## src/design/cmp_pkg.sv

```systemverilog
package cmp_pkg;

	// Register indices as printed; byte address is four times the index
	localparam logic [7:0]  CMP_ONE_INDEX       = 8'hAC;
	localparam logic [7:0]  CMP_TWO_INDEX       = 8'hAD;
	localparam logic [11:0] CMP_ONE_ADDR        = {2'h0, CMP_ONE_INDEX, 2'h0};
	localparam logic [11:0] CMP_TWO_ADDR        = {2'h0, CMP_TWO_INDEX, 2'h0};
	// Interrupt and status block
	localparam logic [11:0] IRQ_STATUS_ADDR     = 12'h2C0;
	localparam logic [11:0] IRQ_CLEAR_ADDR      = 12'h2C4;
	localparam logic [11:0] IRQ_ENABLE_ADDR     = 12'h2C8;
	localparam int          ADDR_WIDTH          = 12;

	// Control register fields
	localparam int          ENABLE_BIT          = 5;
	localparam int          POS_SELECT_BIT      = 4;
	localparam int          NEG_SELECT_BIT      = 3;
	localparam int          PIN_OE_BIT          = 2;
	localparam int          SYNC_RESULT_BIT     = 1;
	localparam int          CHANGE_FLAG_BIT     = 0;
	localparam logic [7:0]  CONTROL_RESET       = 8'h00;
	localparam logic [1:0]  IRQ_ENABLE_RESET    = 2'h0;

	// Status register: change flags in [1:0], settled in [3:2]
	localparam int          STATUS_SETTLED_LSB  = 2;

	// Settling time after enable
	localparam int          CLOCK_MHZ           = 125;
	localparam int          SETTLE_TIME_US      = 10;
	localparam int          SETTLE_CYCLES       = SETTLE_TIME_US * CLOCK_MHZ;
	localparam int          SETTLE_WIDTH        = 11;

endpackage

```

## src/design/dual_comparator_control.sv

```systemverilog
// The APB register port was decided locally.
`timescale 1ns/1ps
`default_nettype none

module dual_comparator_control #(
	parameter int SETTLE_COUNT = cmp_pkg::SETTLE_CYCLES
) (
	input  wire logic                            i_clock,
	input  wire logic                            i_rst_b,
	// APB slave
	input  wire logic                            i_psel,
	input  wire logic                            i_penable,
	input  wire logic                            i_pwrite,
	input  wire logic [cmp_pkg::ADDR_WIDTH-1:0]  i_paddr,
	input  wire logic [31:0]                     i_pwdata,
	output logic      [31:0]                     o_prdata,
	output logic                                 o_pready,
	output logic                                 o_pslverr,
	output logic                                 o_irq,
	// Analog comparator one
	input  wire logic                            i_comparator_one_raw,
	output logic                                 o_comparator_one_enable,
	output logic                                 o_comparator_one_positive_select,
	output logic                                 o_comparator_one_negative_select,
	output logic                                 o_comparator_one_control_and_pin,
	output logic                                 o_comparator_one_control_and_pin_oe,
	// Analog comparator two
	input  wire logic                            i_comparator_two_raw,
	output logic                                 o_comparator_two_enable,
	output logic                                 o_comparator_two_positive_select,
	output logic                                 o_comparator_two_negative_select,
	output logic                                 o_comparator_two_control_and_pin,
	output logic                                 o_comparator_two_control_and_pin_oe
);
	import cmp_pkg::*;

	localparam logic [SETTLE_WIDTH-1:0] SETTLE_LAST = SETTLE_WIDTH'(SETTLE_COUNT - 1);

	// Per-comparator state, index 0 = one, 1 = two
	logic [1:0]              enable;
	logic [1:0]              pos_select;
	logic [1:0]              neg_select;
	logic [1:0]              pin_oe;
	logic [1:0]              pin_drive;
	logic [1:0]              sync_result;
	logic [1:0]              change_flag;
	logic [1:0]              settled;
	logic [1:0]              irq_enable;
	logic [1:0]              raw;
	logic [1:0]              sync_a;
	logic [1:0]              sync_b;
	logic [1:0]              sync_c;
	logic [1:0]              next_sync_result;
	logic [1:0]              change_event;
	logic [1:0]              sw_clear;
	logic [1:0]              ctrl_write;
	logic [SETTLE_WIDTH-1:0] settle_count [2];

	// Bus decode
	logic                    access;
	logic                    do_write;
	logic                    hit_one;
	logic                    hit_two;
	logic                    hit_status;
	logic                    hit_clear;
	logic                    hit_enable;
	logic                    mapped;
	logic [31:0]             read_value;

	// Control register image as software sees it
	function automatic logic [7:0] control_image(input logic [1:0] sel_idx_onehot, input int idx);
		logic [7:0] v;
		v = 8'h00;
		v[ENABLE_BIT]      = enable[idx];
		v[POS_SELECT_BIT]  = pos_select[idx];
		v[NEG_SELECT_BIT]  = neg_select[idx];
		v[PIN_OE_BIT]      = pin_oe[idx];
		v[SYNC_RESULT_BIT] = sync_result[idx];
		v[CHANGE_FLAG_BIT] = change_flag[idx];
		return sel_idx_onehot[idx] ? v : 8'h00;
	endfunction

	// Address match against one register's byte address
	function automatic logic addr_hit(input logic [ADDR_WIDTH-1:0] addr, input logic [ADDR_WIDTH-1:0] target);
		return addr == target;
	endfunction

	assign raw         = {i_comparator_two_raw, i_comparator_one_raw};
	assign access      = i_psel && i_penable;
	assign do_write    = access && o_pready && i_pwrite;
	assign hit_one     = addr_hit(i_paddr, CMP_ONE_ADDR);
	assign hit_two     = addr_hit(i_paddr, CMP_TWO_ADDR);
	assign hit_status  = addr_hit(i_paddr, IRQ_STATUS_ADDR);
	assign hit_clear   = addr_hit(i_paddr, IRQ_CLEAR_ADDR);
	assign hit_enable  = addr_hit(i_paddr, IRQ_ENABLE_ADDR);
	assign mapped      = hit_one || hit_two || hit_status || hit_clear || hit_enable;
	assign ctrl_write  = {do_write && hit_two, do_write && hit_one};

	// Software clear: write 0 to flag bit, or 1 to clear register
	always_comb begin
		for (int i = 0; i < 2; i++) begin
			sw_clear[i] = (ctrl_write[i] && !i_pwdata[CHANGE_FLAG_BIT])
				|| (do_write && hit_clear && i_pwdata[i]);
		end
	end

	// Read multiplexer; unmapped and write-only addresses read zero
	always_comb begin
		read_value = 32'h0000_0000;
		if (hit_one) begin
			read_value[7:0] = control_image(2'h1, 0);
		end else if (hit_two) begin
			read_value[7:0] = control_image(2'h2, 1);
		end else if (hit_status) begin
			read_value[1:0] = change_flag;
			read_value[STATUS_SETTLED_LSB +: 2] = settled;
		end else if (hit_enable) begin
			read_value[1:0] = irq_enable;
		end
	end

	// APB ready: one wait state, answer in second access cycle
	always_ff @(posedge i_clock or negedge i_rst_b) begin
		if (!i_rst_b) begin
			o_pready <= 1'b0;
		end else begin
			o_pready <= access && !o_pready;
		end
	end

	// APB error for unmapped addresses, with ready
	always_ff @(posedge i_clock or negedge i_rst_b) begin
		if (!i_rst_b) begin
			o_pslverr <= 1'b0;
		end else begin
			o_pslverr <= access && !o_pready && !mapped;
		end
	end

	// APB read data, zero outside the answer cycle
	always_ff @(posedge i_clock or negedge i_rst_b) begin
		if (!i_rst_b) begin
			o_prdata <= 32'h0000_0000;
		end else begin
			o_prdata <= (access && !o_pready && !i_pwrite) ? read_value : 32'h0000_0000;
		end
	end

	// Comparator enables
	always_ff @(posedge i_clock or negedge i_rst_b) begin
		if (!i_rst_b) begin
			enable <= {2{CONTROL_RESET[ENABLE_BIT]}};
		end else begin
			for (int i = 0; i < 2; i++) begin
				if (ctrl_write[i]) begin
					enable[i] <= i_pwdata[ENABLE_BIT];
				end
			end
		end
	end

	// Positive input selects
	always_ff @(posedge i_clock or negedge i_rst_b) begin
		if (!i_rst_b) begin
			pos_select <= {2{CONTROL_RESET[POS_SELECT_BIT]}};
		end else begin
			for (int i = 0; i < 2; i++) begin
				if (ctrl_write[i]) begin
					pos_select[i] <= i_pwdata[POS_SELECT_BIT];
				end
			end
		end
	end

	// Negative input selects
	always_ff @(posedge i_clock or negedge i_rst_b) begin
		if (!i_rst_b) begin
			neg_select <= {2{CONTROL_RESET[NEG_SELECT_BIT]}};
		end else begin
			for (int i = 0; i < 2; i++) begin
				if (ctrl_write[i]) begin
					neg_select[i] <= i_pwdata[NEG_SELECT_BIT];
				end
			end
		end
	end

	// Pin output enables as written
	always_ff @(posedge i_clock or negedge i_rst_b) begin
		if (!i_rst_b) begin
			pin_oe <= {2{CONTROL_RESET[PIN_OE_BIT]}};
		end else begin
			for (int i = 0; i < 2; i++) begin
				if (ctrl_write[i]) begin
					pin_oe[i] <= i_pwdata[PIN_OE_BIT];
				end
			end
		end
	end

	// Pin drive gate kept in a flop so the enable output is glitch free
	always_ff @(posedge i_clock or negedge i_rst_b) begin
		if (!i_rst_b) begin
			pin_drive <= 2'h0;
		end else begin
			for (int i = 0; i < 2; i++) begin
				if (ctrl_write[i]) begin
					pin_drive[i] <= i_pwdata[ENABLE_BIT] && i_pwdata[PIN_OE_BIT];
				end
			end
		end
	end

	// Interrupt enable register
	always_ff @(posedge i_clock or negedge i_rst_b) begin
		if (!i_rst_b) begin
			irq_enable <= IRQ_ENABLE_RESET;
		end else if (do_write && hit_enable) begin
			irq_enable <= i_pwdata[1:0];
		end
	end

	// Three-stage synchroniser on the raw results
	always_ff @(posedge i_clock or negedge i_rst_b) begin
		if (!i_rst_b) begin
			sync_a <= 2'h0;
			sync_b <= 2'h0;
			sync_c <= 2'h0;
		end else begin
			sync_a <= raw;
			sync_b <= sync_a;
			sync_c <= sync_b;
		end
	end

	// Accept new level once last two stages agree; zero when disabled
	always_comb begin
		for (int i = 0; i < 2; i++) begin
			if (!enable[i]) begin
				next_sync_result[i] = 1'b0;
			end else if (sync_b[i] == sync_c[i]) begin
				next_sync_result[i] = sync_c[i];
			end else begin
				next_sync_result[i] = sync_result[i];
			end
			change_event[i] = enable[i] && (next_sync_result[i] != sync_result[i]);
		end
	end

	always_ff @(posedge i_clock or negedge i_rst_b) begin
		if (!i_rst_b) begin
			sync_result <= 2'h0;
		end else begin
			sync_result <= next_sync_result;
		end
	end

	// Sticky change flags; set beats software clear, disable clears
	always_ff @(posedge i_clock or negedge i_rst_b) begin
		if (!i_rst_b) begin
			change_flag <= 2'h0;
		end else begin
			for (int i = 0; i < 2; i++) begin
				if (!enable[i]) begin
					change_flag[i] <= 1'b0;
				end else if (change_event[i]) begin
					change_flag[i] <= 1'b1;
				end else if (sw_clear[i]) begin
					change_flag[i] <= 1'b0;
				end
			end
		end
	end

	// Settle timers restart whenever a comparator is off
	always_ff @(posedge i_clock or negedge i_rst_b) begin
		if (!i_rst_b) begin
			settle_count[0] <= '0;
			settle_count[1] <= '0;
		end else begin
			for (int i = 0; i < 2; i++) begin
				if (!enable[i]) begin
					settle_count[i] <= '0;
				end else if (!settled[i]) begin
					settle_count[i] <= settle_count[i] + 1'b1;
				end
			end
		end
	end

	// Settled once the timer reaches its last count
	always_ff @(posedge i_clock or negedge i_rst_b) begin
		if (!i_rst_b) begin
			settled <= 2'h0;
		end else begin
			for (int i = 0; i < 2; i++) begin
				if (!enable[i]) begin
					settled[i] <= 1'b0;
				end else if (!settled[i]) begin
					settled[i] <= (settle_count[i] == SETTLE_LAST);
				end
			end
		end
	end

	// Interrupt request from enabled flags
	always_ff @(posedge i_clock or negedge i_rst_b) begin
		if (!i_rst_b) begin
			o_irq <= 1'b0;
		end else begin
			o_irq <= |(change_flag & irq_enable);
		end
	end

	// Analog control outputs
	assign o_comparator_one_enable          = enable[0];
	assign o_comparator_two_enable          = enable[1];
	assign o_comparator_one_positive_select = pos_select[0];
	assign o_comparator_two_positive_select = pos_select[1];
	assign o_comparator_one_negative_select = neg_select[0];
	assign o_comparator_two_negative_select = neg_select[1];

	// Pin data bypasses the clock; the pin enable comes from the pin_drive flop
	assign o_comparator_one_control_and_pin_oe = pin_drive[0];
	assign o_comparator_two_control_and_pin_oe = pin_drive[1];
	assign o_comparator_one_control_and_pin    = i_comparator_one_raw && o_comparator_one_control_and_pin_oe;
	assign o_comparator_two_control_and_pin    = i_comparator_two_raw && o_comparator_two_control_and_pin_oe;

endmodule // dual_comparator_control

`default_nettype wire

```

## config.mk

```make
export PLATFORM = sky130hd
export DESIGN_NAME = dual_comparator_control
export DESIGN_NICKNAME = d
export VERILOG_FILES = /design/src/design/cmp_pkg.sv /design/src/design/dual_comparator_control.sv
export SDC_FILE = /design/constraint.sdc
export NUM_CORES = 1
export LEC_CHECK = 0
export ABC_CLOCK_PERIOD_IN_PS = 3150
export BUFFER_PORTS_ARGS = -buffer_cell sky130_fd_sc_hd__buf_2
export CORE_MARGIN = 2
export CORE_UTILIZATION = 54
export DETAILED_ROUTE_END_ITERATION = 8
export PLACE_DENSITY_LB_ADDON = 0.25
export SYNTH_ARGS = -nofsm -noshare
export SYNTH_HDL_FRONTEND = slang
export SYNTH_SLANG_ARGS = --single-unit
```

## constraint.sdc

```tcl
create_clock -name i_clock -period 3.15 [get_ports i_clock]
set_input_delay 0.1575 -clock i_clock [delete_from_list [all_inputs] [get_ports i_clock]]
set_output_delay 0.1575 -clock i_clock [all_outputs]
set_load 0.005 [all_outputs]
```

# Word level (Yosys, flattened, before mapping)
# Cells that the tools add are included.
# word_totals
reg_bits	55
inputBits	51
output_inout_bits	45
wordCells	97
# op_classes
n_addsub	2
eq_ne	15
muxes	25
n_bitwise	1
reduce_logical	30
# ops
cell	count
$eq A12 B10 Y1 const B	5
$mux W11	4
$add A11 B1 Y11 const B	2
$eq A11 B11 Y1 const B	2
$logic_and A1 B1 Y1	19
$mux W1	14
$mux W6	2
$mux W2	4
$logic_or A1 B1 Y1	6
$ne A3 B1 Y1 const B	2
$logic_not A1 Y1	4
$mux W4	1
$ne A2 B2 Y1 const B	2
$and A2 B2 Y2	1
$eq A1 B1 Y1	2
$ne A1 B1 Y1	2
$reduce_or A2 Y1	1

# Logic depth before layout (Yosys ltp)
# Gate-level depths: netlist of the first run.
# logic_depth
depth_word	9
mapped_depth	5
mapped_depth_nobuf	5

# Least setup slack after synthesis of the first run
# OpenSTA, ideal clock, no wires.
# synth_path
kind	register -> register
start	reg o_pready
end	reg enable[1]
setup_ns	0.125
arrival_time_ns	1.349
setup_slack_ns	1.676
path_stages_with_launch	5
n_path_buf	0
synth_period_minus_slack_ns	1.474
path_cell_list	dfrtp_1 -> and4_1 -> nand4_1 -> nor3_2 -> mux2_2
# synth_via
elab_chain_cells	3
# synth_rtl
element	line_no	source
start, declared	dual_comparator_control.sv:17	output logic o_pready,
start signal, assigned	dual_comparator_control.sv:127	o_pready <= access && !o_pready;
$logic_and A1 B1 Y1 (2 in a row)	dual_comparator_control.sv:90	assign do_write = access && o_pready && i_pwrite;
$logic_and A1 B1 Y1	dual_comparator_control.sv:97	assign ctrl_write = {do_write && hit_two, do_write && hit_one};
end signal, assigned	dual_comparator_control.sv:152	enable <= {2{CONTROL_RESET[ENABLE_BIT]}};
end signal, assigned by index	dual_comparator_control.sv:156	enable[i] <= i_pwdata[ENABLE_BIT];
end, declared	dual_comparator_control.sv:40	logic [1:0] enable;
# No other way between the ends.
# A chain may end at the register's enable or synchronous reset.

# Worst setup path in the final report of the first run
# layout_path
start	reg o_pready
end	reg pos_select[1]
# layout_via
elab_chain_cells	3
# layout_rtl
element	line_no	source
$logic_and A1 B1 Y1 (2 in a row)	dual_comparator_control.sv:90	
$logic_and A1 B1 Y1	dual_comparator_control.sv:97	
end signal, assigned	dual_comparator_control.sv:165	pos_select <= {2{CONTROL_RESET[POS_SELECT_BIT]}};
end signal, assigned by index	dual_comparator_control.sv:169	pos_select[i] <= i_pwdata[POS_SELECT_BIT];
end, declared	dual_comparator_control.sv:41	logic [1:0] pos_select;
# No other way between the ends.

==> results of run 1 <==
## what timing repair did
| item | 4_1_cts | 5_1_grt |
|---|---|---|
| hold endpoints to repair | 35 | 0 |
| endpoints found under the setup margin | 0 | 0 |
| hold buffers | 3 | 0 |
## layer usage
metal / share of wire / routed length [µm] / track usage / up-vias
met5: 0 / 0 / 0 / -
met4: 0.010 / 50 / 0.0636 / 0
met3: 0.043 / 214 / 0.0332 / 5
met2: 0.48 / 2390 / 0.272 / 58
met1: 0.47 / 2360 / 0.258 / 954
li1: - / - / - / 972
## cell type report
class / count / area, µm² / share of cell area
Clock buffer: 6 / 82.6 / 0.0263
Clock inverter: 1 / 5.00 / 0.00159
Inverter: 6 / 22.5 / 0.00717
Multi-Input combinational cell: 197 / 1310 / 0.416
Sequential cell: 55 / 1380 / 0.438
Tap cell: 70 / 87.6 / 0.0279
Timing Repair Buffer: 48 / 260 / 0.0829
## kinds of logic after synthesis
| logic type | count (synthesis) | synth area share |
|---|---|---|
| multiplexers | 15 | 0.0583 |
| buffers and inverters | 39 | 0.0865 |
| flip-flops | 55 | 0.486 |
| other | 1 | 0.00132 |
| XOR/XNOR | 18 | 0.0556 |
| adder cells (fa/ha/maj) | 4 | 0.0177 |
| AND/OR/NAND/NOR | 100 | 0.210 |
| AO/OA/AOI/OAI | 34 | 0.0848 |
## worst register-to-register path: cells and delay by family (launching register included)
kind / cells / cell delay (ns)
DFF: 1 / 0.38
and+or+nand+nor: 3 / 0.86
muxes: 1 / 0.39
## worst max path at each step
stage	cells after the start	end	slack, ns
2_1_floorplan	4	enable[1]	1.68
3_3_place_gp	5	neg_select[1]	1.42
3_5_place_dp	5	pin_drive[1]	1.38
4_1_cts	4	pos_select[1]	1.42
5_1_grt	4	enable[1]	1.32
6_report	4	pos_select[1]	1.42
## Yosys cell counts (6+ instances only)
cell type  number  area (µm²)
and2_1         25         156
dfrtp_1        55        1380
xor2_1          8        70.1
xnor2_1        10        87.6
nor2_1         12        45.0
clkbuf_1        6        22.5
mux2_2         12         135
nand3_1         8        40.0
buf_4          26         195
nand2_1        17        63.8
inv_1           6        22.5
nand4_1         6        37.5
o21ai_0         8        40.0
## power by group
| part | switching [mW] | internal (mW) | total (mW) |
|---|---|---|---|
| clock network | 0.209 | 0.173 | 0.382 |
| registers | 0.00378 | 0.711 | 0.714 |
| logic | 0.0441 | 0.0244 | 0.0686 |
| total | 0.257 | 0.908 | 1.16 |
## stage by stage
step           utilization  area [µm²]  cells  hold slack [ns]
3_5_place_dp         0.596        3020    373            0.276
4_1_cts              0.619        3140    383           0.0916
6_report             0.619        3140    383            0.104
5_1_grt              0.619        3140    383           0.0972
3_3_place_gp         0.596        3020    373            0.270
2_1_floorplan            -        2930    291           -0.138
==> results.ini, run 1 <==
[outcome]
status=finished clean

[clocking]
cts.sinks=55
cts_tree=done
ctsRootBufferMaster=clkbuf_8
h-tree-depth=2
cts_resized=0
cts_buffers=5
clk_pin_slew_ns=0.09
cts_setup_buffers=0
clk_latency_ns=0.30
clockBufferDepth=2

[min_path]
holdPathStages=2
hold_class=in2reg
min_to=neg_select[1]
hp-start=i_pwdata[3]

[finish]
antenna_cells=0
drive_gt1_frac=0.214
area_delta_synth_final_pct=10.8
top_regs=settle_count (22), o_prdata (6)
top_register=settle_count
fill_cells=448
layout_common_cells=55 x dfrtp_1, 43 x buf_2, 26 x conb_1, 25 x and2_1, 17 x nand2_1
nets=368
final_common_cell=dfrtp_1
largest_reg_flops=22

[routing]
antenna_left=0
drtIter0Drc=135
routedWlPerCell_um=13.1
routed_wirelength_um=5020
vias_per_cell=5.19
vias=1989
firstDrtPassIters=4
drcViolationCount=0

[global_routing]
grt_max_degree=35
grt_pass1_wl_um=8400
grt_antenna_before_repair=0
gr-total-overflow=0
first_global_vias=1817
grt_use_total=0.179

[pwr]
p_per_area_mw_per_mm2=371
peakVddDrop_mv=0.258
power_mw=1.16
leakage_nw=1.55

[setup_path]
endpoint_kind=flop
worst-path-buf-inv=0
r2r_slack_ns=1.42
r2r_start=o_pready
crit_family=simple AND/OR/NAND/NOR gates
path_class=reg2reg
cp-start-kind=flop
critPathArrivalTime_ns=1.92
cp_data_required_time_ns=3.34
r2r_end=pos_select[1]
critPathMaxFanout=5
cp-startpoint=o_pready
cpPeakStageDelay_ns=0.44
path_cells=and4_1 > nand4_1 > nor3_2 > mux2_2
cp_slowest_cell=nor3_2
reg2reg_depth=4

[sta]
finalWorstSetupSlack_ns=1.42
post-route-period-util=0.551
setup_tns_ns=0
rsz0062_at_grt=no
hold_viol=0
fmax_mhz=576
setup_violations=0
finalCriticalPeriod_ns=1.73
relSlewSlack=0.499
slew_violations=0
worst_slew_pin_slew_ns=0.752
skew_ns=0.00571

[yosys]
ys_types=46
yosys_warnings=0
ys_ff_latch=55
syn_inst=266
ys_seq_area_frac=0.486
synth_edf_count=0
syn_area_per_cell_um2=10.7
synthFlopType=dfrtp_1
syn_area_mm2=0.00283
async_flop_share=1.00

[floorplanning]
start_util=0.558
num_rows=26
die_w_um=76.4
die_h_um=76.4
io_pins=96
core_mm2=0.00507
die-area_mm2=0.00584

[place]
routabilityCongestion=0.844
dp_slack_ns=1.38
hpwlAfterDp_um=3680
port_buffers=43

[flow_run]
maxCapViolCount=0

Note: power is estimated with default switching activity, not from simulation.
==> run 2: changes to the inputs <==
--- a/config.mk
+++ b/config.mk
@@ -5,10 +5,11 @@
 export SDC_FILE = /design/constraint.sdc
 export NUM_CORES = 1
 export LEC_CHECK = 0
-export ABC_CLOCK_PERIOD_IN_PS = 3150
+export ABC_AREA = 1
+export ABC_CLOCK_PERIOD_IN_PS = 1800
 export BUFFER_PORTS_ARGS = -buffer_cell sky130_fd_sc_hd__buf_2
 export CORE_MARGIN = 2
-export CORE_UTILIZATION = 54
+export CORE_UTILIZATION = 51
 export DETAILED_ROUTE_END_ITERATION = 8
 export PLACE_DENSITY_LB_ADDON = 0.25
 export SYNTH_ARGS = -nofsm -noshare
==> constraint.sdc (replaced) <==
create_clock -name i_clock -period 1.8 [get_ports i_clock]
set_input_delay 0.09 -clock i_clock [delete_from_list [all_inputs] [get_ports i_clock]]
set_output_delay 0.09 -clock i_clock [all_outputs]
set_load 0.005 [all_outputs]
==> run 2 against run 1 <==
  * Utilization shrank 3.2 points
  * Register-to-register slack worse by 1.1 ns
  * Sequential power increased by 75%
  * Die area rose by 15%
  * Design area grew 10%
  * Sequential cell count unchanged
  * Fmax grew 20%
  * Worst setup slack worse by 1.1 ns
  * First-iteration DRC count down 7.4%
  * Synthesized cell count up 45%
  * Largest cell class is now multi-input gates
  * Largest power group unchanged
==> results.ini, run 2 <==
[routing]
routedWlPerCell_um=11.9  ; was 13.1 µm
antenna_left=0  ; unchanged
firstDrtPassIters=4  ; unchanged
vias=2547  ; was 1989
drtIter0Drc=125  ; was 135
routed_wirelength_um=6130  ; was 5020 µm
vias_per_cell=4.95  ; was 5.19
drcViolationCount=0  ; unchanged

[pwr]
p_switching_uw=535  ; was 257 µW
p_seq_frac=0.593  ; was 0.613
combinationalPowerShare=0.064  ; was 0.059
power_mw=2.11  ; was 1.16 mW
leakage_nw=1.81  ; was 1.55 nW
p_sw_frac=0.254  ; was 0.220
clock_power_share=0.343  ; was 0.328
p_per_area_mw_per_mm2=611  ; was 371 mW/mm²
internal_power_mw=1.57  ; was 908 µW
peakVddDrop_mv=0.458  ; was 0.258 mV

[clocking]
cts_tree=done  ; unchanged
h-tree-depth=2  ; unchanged
cts_buffers=5  ; unchanged
clk_latency_ns=0.32  ; was 0.30 ns
ctsRootBufferMaster=clkbuf_8  ; unchanged
clockBufferDepth=2  ; unchanged
cts.sinks=55  ; unchanged
cts_setup_buffers=0  ; unchanged
clk_pin_slew_ns=0.10  ; was 0.09 ns
cts_resized=0  ; unchanged

[yosys]
syn_area_per_cell_um2=8.05  ; was 10.7 µm²
ys_top_cells_by_area=dfrtp_1 44%, nand2_1 9.5%, inv_1 6.8%  ; was dfrtp_1 49%, buf_4 6.9%, and2_1 5.5%
yosysTopAreaCell=dfrtp_1  ; unchanged
async_flop_share=1.00  ; unchanged
synth_top_area_share=0.443  ; was 0.486
ys_seq_area_frac=0.443  ; was 0.486
synth_edf_count=0  ; unchanged
ys_types=33  ; was 46
synthTopCellsByCount=79 x nand2_1, 56 x inv_1, 55 x dfrtp_1, 35 x nor2_1, 26 x buf_4  ; was 55 x dfrtp_1, 26 x buf_4, 25 x and2_1, 17 x nand2_1
syn_area_mm2=0.00311  ; was 0.00283 mm²
ys_ff_latch=55  ; unchanged
yosysMostFrequentCell=nand2_1  ; was dfrtp_1
yosys_warnings=0  ; unchanged
syn_inst=386  ; was 266
synthFlopType=dfrtp_1  ; unchanged

[place]
port_buffers=43  ; unchanged
routabilityCongestion=0.802  ; was 0.844
hpwlAfterDp_um=4690  ; was 3680 µm

[min_path]
hold_class=in2reg  ; unchanged

[setup_path]
endpoint_kind=flop  ; unchanged
r2r_slack_ns=0.35  ; was 1.42 ns
critPathArrivalTime_ns=1.69  ; was 1.92 ns
r2r_start=settle_count[11]  ; was o_pready
cp-start-kind=flop  ; unchanged
cp_data_required_time_ns=2.04  ; was 3.34 ns
path_class=reg2reg  ; unchanged
r2r_end=settle_count[17]  ; was pos_select[1]
cp-startpoint=settle_count[11]  ; was o_pready
reg2reg_depth=7  ; was 4
critPathMaxFanout=5  ; unchanged
endpoint=settle_count[17]  ; was pos_select[1]

[sta]
rsz0062_at_grt=no  ; unchanged
worst_slew_pin_slew_ns=0.593  ; was 0.752 ns
post-route-period-util=0.803  ; was 0.551
fmax_mhz=692  ; was 576 MHz
slew_violations=0  ; unchanged
skew_ns=0.0127  ; was 0.00571 ns
relSlewSlack=0.605  ; was 0.499
setup_violations=0  ; unchanged
hold_viol=0  ; unchanged
setup_tns_ns=0  ; unchanged
finalCriticalPeriod_ns=1.45  ; was 1.73 ns

[finish]
seqCellArea_mm2=0.00138  ; unchanged
top_regs=settle_count (22), o_prdata (6)  ; unchanged
fill_cells=556  ; was 448
final_common_cell=nand2_1  ; was dfrtp_1
drive_gt1_frac=0.202  ; was 0.214
area_delta_synth_final_pct=11.2  ; was 10.8%
multi_input_area_mm2=0.00138  ; was 0.00131 mm²
nets=494  ; was 368
largest_reg_flops=22  ; unchanged
antenna_cells=0  ; unchanged
layout_common_cells=79 x nand2_1, 56 x inv_1, 55 x dfrtp_1, 43 x buf_2, 35 x nor2_1  ; was 55 x dfrtp_1, 43 x buf_2, 26 x conb_1, 25 x and2_1, 17 x nand2_1
top_register=settle_count  ; unchanged

[global_routing]
grt_max_degree=27  ; was 35
grt_pass1_wl_um=10500  ; was 8400 µm
grt_use_total=0.206  ; was 0.179
grt_antenna_before_repair=0  ; unchanged
first_global_vias=2431  ; was 1817
gr-total-overflow=0  ; unchanged

[flow_run]
maxCapViolCount=0  ; unchanged

[floorplanning]
num_rows=28  ; was 26
start_util=0.528  ; was 0.558
core_mm2=0.00589  ; was 0.00507 mm²
die-area_mm2=0.00673  ; was 0.00584 mm²
die_h_um=82.0  ; was 76.4 µm
io_pins=96  ; unchanged
die_w_um=82.0  ; was 76.4 µm

[outcome]
status=finished clean  ; unchanged

[run 2: cell types whose count changed in the layout (fill, tap and decap cells not counted), sizes merged, moves of 12 or more]
cell   previous run  this run
nand2            17        88
inv               6        62
nor2             12        42
and2             25         0
o21ai             8        32
nand3             8        22
a21oi             4        17
mux2             12         0
[run 2: power by group through the flow]
stage	sequential [mW]	combinational (mW)	clock, mW
global placement	1.27	0.130	0
CTS	1.25	0.138	0.749
floorplan	1.27	0.102	0
finish	1.25	0.136	0.723
detailed placement	1.27	0.133	0
global route	1.25	0.160	0.796
[run 2: area by class of cell]
class / instances / area share
clock buffers: 5 / 0.0199
clock inverters: 3 / 0.00761
inverters: 61 / 0.0674
multi-input cells: 266 / 0.400
flip-flops and latches: 55 / 0.399
well taps: 75 / 0.0272
repair buffers: 50 / 0.0797
[run 2: cell families (layout without fill, tap and decap cells)]
| family | count (synthesis) | after routing | synth area share |
|---|---|---|---|
| AOI/OAI and AO/OA | 57 | 57 | 0.106 |
| adders and majority gates | 4 | 4 | 0.0161 |
| buffers and inverters | 90 | 119 | 0.143 |
| DFF | 55 | 55 | 0.443 |
| other | 1 | 26 | 0.00121 |
| and+or+nand+nor | 179 | 179 | 0.290 |
[run 2: layer usage]
layer,routed length (µm),track usage
met5,0,0
met3,298,0.0451
met2,2950,0.346
met4,107,0.0750
met1,2780,0.263
[run 2: worst min path at each step]
stage | start | to | slack [ns] | cells after the start
after floorplan | i_rst_b | change_flag[0] | -0.21 | 0
after global placement | i_rst_b | irq_enable[1] | 0.13 | 1
after detailed placement | i_rst_b | o_irq | 0.13 | 1
after CTS | i_pwdata[1] | irq_enable[1] | 0.01 | 3
after global routing | i_pwdata[1] | irq_enable[1] | 0.01 | 3
final | i_pwdata[1] | irq_enable[1] | 0.02 | 3
[run 2: stage by stage]
| step | instance area [µm²] | worst slack [ns] | hold WS, ns | utilization | instances |
|---|---|---|---|---|---|
| 2_1_floorplan | 3200 | 0.568 | -0.206 | - | 411 |
| 3_3_place_gp | 3330 | 0.415 | 0.131 | 0.565 | 504 |
| 3_5_place_dp | 3330 | 0.369 | 0.130 | 0.565 | 504 |
| 4_1_cts | 3450 | 0.344 | 0.0104 | 0.587 | 515 |
| 5_1_grt | 3450 | 0.163 | 0.00974 | 0.587 | 515 |
| 6_report | 3450 | 0.355 | 0.0238 | 0.587 | 515 |
[run 2: critical path, stage by stage, from the launching register on]
cell,delay [ns]
dfrtp_1,0.43
ha_1,0.20
nand3_1,0.11
nor2_1,0.18
inv_1,0.09
o21ai_0,0.15
nand2_1,0.06
a31oi_1,0.15
[run 2: timing repair]
action,4_1_cts,5_1_grt
hold buffers,3,0
endpoints found under the setup margin,0,0
endpoints found under the hold margin,26,0
==> run 3: changes to the inputs <==
--- a/config.mk
+++ b/config.mk
@@ -5,11 +5,11 @@
 export SDC_FILE = /design/constraint.sdc
 export NUM_CORES = 1
 export LEC_CHECK = 0
-export ABC_AREA = 1
-export ABC_CLOCK_PERIOD_IN_PS = 1800
+export ABC_AREA = 0
+export ABC_CLOCK_PERIOD_IN_PS = 1300
 export BUFFER_PORTS_ARGS = -buffer_cell sky130_fd_sc_hd__buf_2
 export CORE_MARGIN = 2
-export CORE_UTILIZATION = 51
+export CORE_UTILIZATION = 45
 export DETAILED_ROUTE_END_ITERATION = 8
 export PLACE_DENSITY_LB_ADDON = 0.25
 export SYNTH_ARGS = -nofsm -noshare
==> constraint.sdc (replaced) <==
create_clock -name i_clock -period 1.3 [get_ports i_clock]
set_input_delay 0.065 -clock i_clock [delete_from_list [all_inputs] [get_ports i_clock]]
set_output_delay 0.065 -clock i_clock [all_outputs]
set_load 0.005 [all_outputs]
==> run 3 against run 2 <==
  * The run now ends with negative setup slack left
  * Total power increased by 47%
  * Via count decreased by 12%
  * Clock power is 60% higher
  * Routed wire length up 4.4%
  * First-iteration DRC count down 43%
  * Register-to-register slack worse by 0.58 ns
  * Worst setup slack lost 0.58 ns
==> results.ini, run 3 (synthesis gave the netlist of run 1 again) <==
[clocking]
clk_latency_ns=0.30  ; was 0.32 ns
clk_pin_slew_ns=0.10  ; about the same
cts_buffers=5  ; unchanged
cts_tree=done  ; unchanged
cts.sinks=55  ; unchanged
clockBufferDepth=2  ; unchanged
ctsRootBufferMaster=clkbuf_8  ; unchanged
h-tree-depth=2  ; unchanged

[pwr]
power_mw=3.09  ; was 2.11 mW
p_per_area_mw_per_mm2=789  ; was 611 mW/mm²
peakVddDrop_mv=0.611  ; was 0.458 mV
leakage_nw=1.89  ; was 1.81 nW

[setup_path]
cp_slowest_cell=or4_4  ; was dfrtp_1
cp_data_required_time_ns=1.54  ; was 2.04 ns
cp-start-kind=flop  ; unchanged
crit_family=simple AND/OR/NAND/NOR gates  ; was flip-flops
cpPeakStageDelay_ns=0.60  ; was 0.43 ns
crit_top_cell=buf_6
worst-path-buf-inv=3  ; was 1
critPathMaxFanout=5  ; unchanged
endpoint_kind=flop  ; unchanged
path_cells=buf_4 > buf_6 > or4_4 > buf_6 > nor2_2  ; was ha_1 > nand3_1 > nor2_1 > inv_1 > o21ai_0 > nand2_1 > a31oi_1
critPathArrivalTime_ns=1.77  ; was 1.69 ns
path_class=reg2reg  ; unchanged

[routing]
vias=2234  ; was 2547
antenna_left=0  ; unchanged
firstDrtPassIters=4  ; unchanged
drtIter0Drc=71  ; was 125
vias_per_cell=5.09  ; was 4.95
drcViolationCount=0  ; unchanged
routedWlPerCell_um=14.6  ; was 11.9 µm
routed_wirelength_um=6400  ; was 6130 µm

[global_routing]
grt_max_degree=44  ; was 27
first_global_vias=2236  ; was 2431
grt_antenna_before_repair=0  ; unchanged
grt_use_total=0.179  ; was 0.206
gr-total-overflow=0  ; unchanged
grt_pass1_wl_um=10300  ; was 10500 µm

[sta]
finalWorstSetupSlack_ns=-0.229  ; was 0.355 ns
skew_ns=0.00500  ; was 0.0127 ns
hold_viol=0  ; unchanged
finalCriticalPeriod_ns=1.53  ; was 1.45 ns
setup_violations=27  ; was 0
rsz0062_at_grt=yes  ; was no
holdWs_ns=0.0118  ; was 0.0238 ns
slew_violations=0  ; unchanged
post-route-period-util=1.18  ; was 0.803
fmax_mhz=654  ; was 692 MHz

[place]
port_buffers=43  ; unchanged
placed_cell_area_mm2=0.00337  ; was 0.00333 mm²
routabilityCongestion=0.800  ; was 0.802
hpwlAfterDp_um=4230  ; was 4690 µm

[finish]
design_area_mm2=0.00392  ; was 0.00345 mm²
antenna_cells=0  ; unchanged
fill_cells=452  ; was 556
top_register=settle_count  ; unchanged
largest_reg_flops=22  ; unchanged
final_common_cell=dfrtp_1  ; was nand2_1
top_regs=settle_count (22), o_prdata (6)  ; unchanged
nets=418  ; was 494
area_delta_synth_final_pct=38.3  ; was 11.2%
layout_common_cells=50 x dfrtp_1, 43 x buf_2, 39 x buf_4, 26 x conb_1, 24 x and2_1  ; was 79 x nand2_1, 56 x inv_1, 55 x dfrtp_1, 43 x buf_2, 35 x nor2_1
drive_gt1_frac=0.426  ; was 0.202

[floorplanning]
num_rows=28  ; unchanged
io_pins=96  ; unchanged
die_w_um=83.4  ; was 82.0 µm
die_h_um=83.4  ; was 82.0 µm
core_mm2=0.00599  ; was 0.00589 mm²
start_util=0.473  ; was 0.528
die-area_mm2=0.00695  ; was 0.00673 mm²

[outcome]
violations=negative setup slack
status=finished, violations left  ; was finished clean

[min_path]
hold_class=in2reg  ; unchanged

[flow_run]
maxCapViolCount=0  ; unchanged

run 3: cell count changes in the layout (fill, tap and decap cells not counted), moves of 8 or more:
| cell | before | now |
|---|---|---|
| nand3_1 | 21 | 4 |
| inv_1 | 56 | 6 |
| xnor2_1 | 0 | 10 |
| nand4_1 | 15 | 6 |
| and2_1 | 0 | 24 |
| nor2_1 | 35 | 11 |
| buf_4 | 4 | 39 |
| nand2_1 | 79 | 13 |
| o21ai_0 | 17 | 7 |
| mux2_4 | 0 | 8 |
| xor2_1 | 0 | 8 |
| buf_6 | 0 | 11 |
| a21oi_1 | 17 | 4 |
run 3: worst paths after layout:
| kind | startpoint | to | slack, ns | depth (start not counted) |
|---|---|---|---|---|
| min | i_pwdata[4] | pos_select[1] | 0.01 | 2 |
| max in group asynchronous | i_rst_b | settled[0] | 0.57 | 3 |
| max reg2reg | o_pready | o_prdata[3] | -0.23 | 5 |
| min reg2reg | sync_a[1] | sync_b[1] | 0.36 | 0 |
| max | o_pready | o_prdata[3] | -0.23 | 5 |
| min in group asynchronous | i_rst_b | irq_enable[0] | 0.18 | 2 |
run 3: routing by layer:
layer	vias to the layer above	track usage	wire length [µm]
met3	6	0.0368	202
met5	-	0	0
met1	1098	0.226	2770
met2	54	0.315	3360
met4	0	0.0447	67
li1	1076	-	-
run 3: layout make-up:
class	instances	area, µm²	area share
multi-input cells	197	1610	0.411
flip-flops and latches	55	1380	0.353
repair buffers	98	692	0.177
well taps	75	93.8	0.0239
clock buffers	6	82.6	0.0211
clock inverters	2	35.0	0.00894
inverters	6	22.5	0.00575
run 3: through the flow:
step	worst slack, ns	utilization	instances	setup TNS (ns)
after global placement	-0.210	0.563	414	-2.99
after CTS	-0.238	0.622	431	-2.15
after global routing	-0.306	0.654	439	-5.16
after detailed placement	-0.267	0.563	414	-3.95
after floorplan	-0.151	-	291	-1.00
final	-0.229	0.654	439	-3.16
run 3: power breakdown:
part	total (mW)	internal [mW]	switching, mW
clock network	1.16	0.624	0.539
logic	0.201	0.0792	0.121
registers	1.73	1.72	0.00772
run 3: what timing repair did:
item / in CTS / in global routing
pin swaps: 17 / 28
hold buffers: 4 / 0
cloned: 0 / 0
endpoints found under the hold margin: 58 / 0
setup buffers: 6 / 8
setup endpoints to repair: 29 / 36
gates resized for setup: 37 / 28
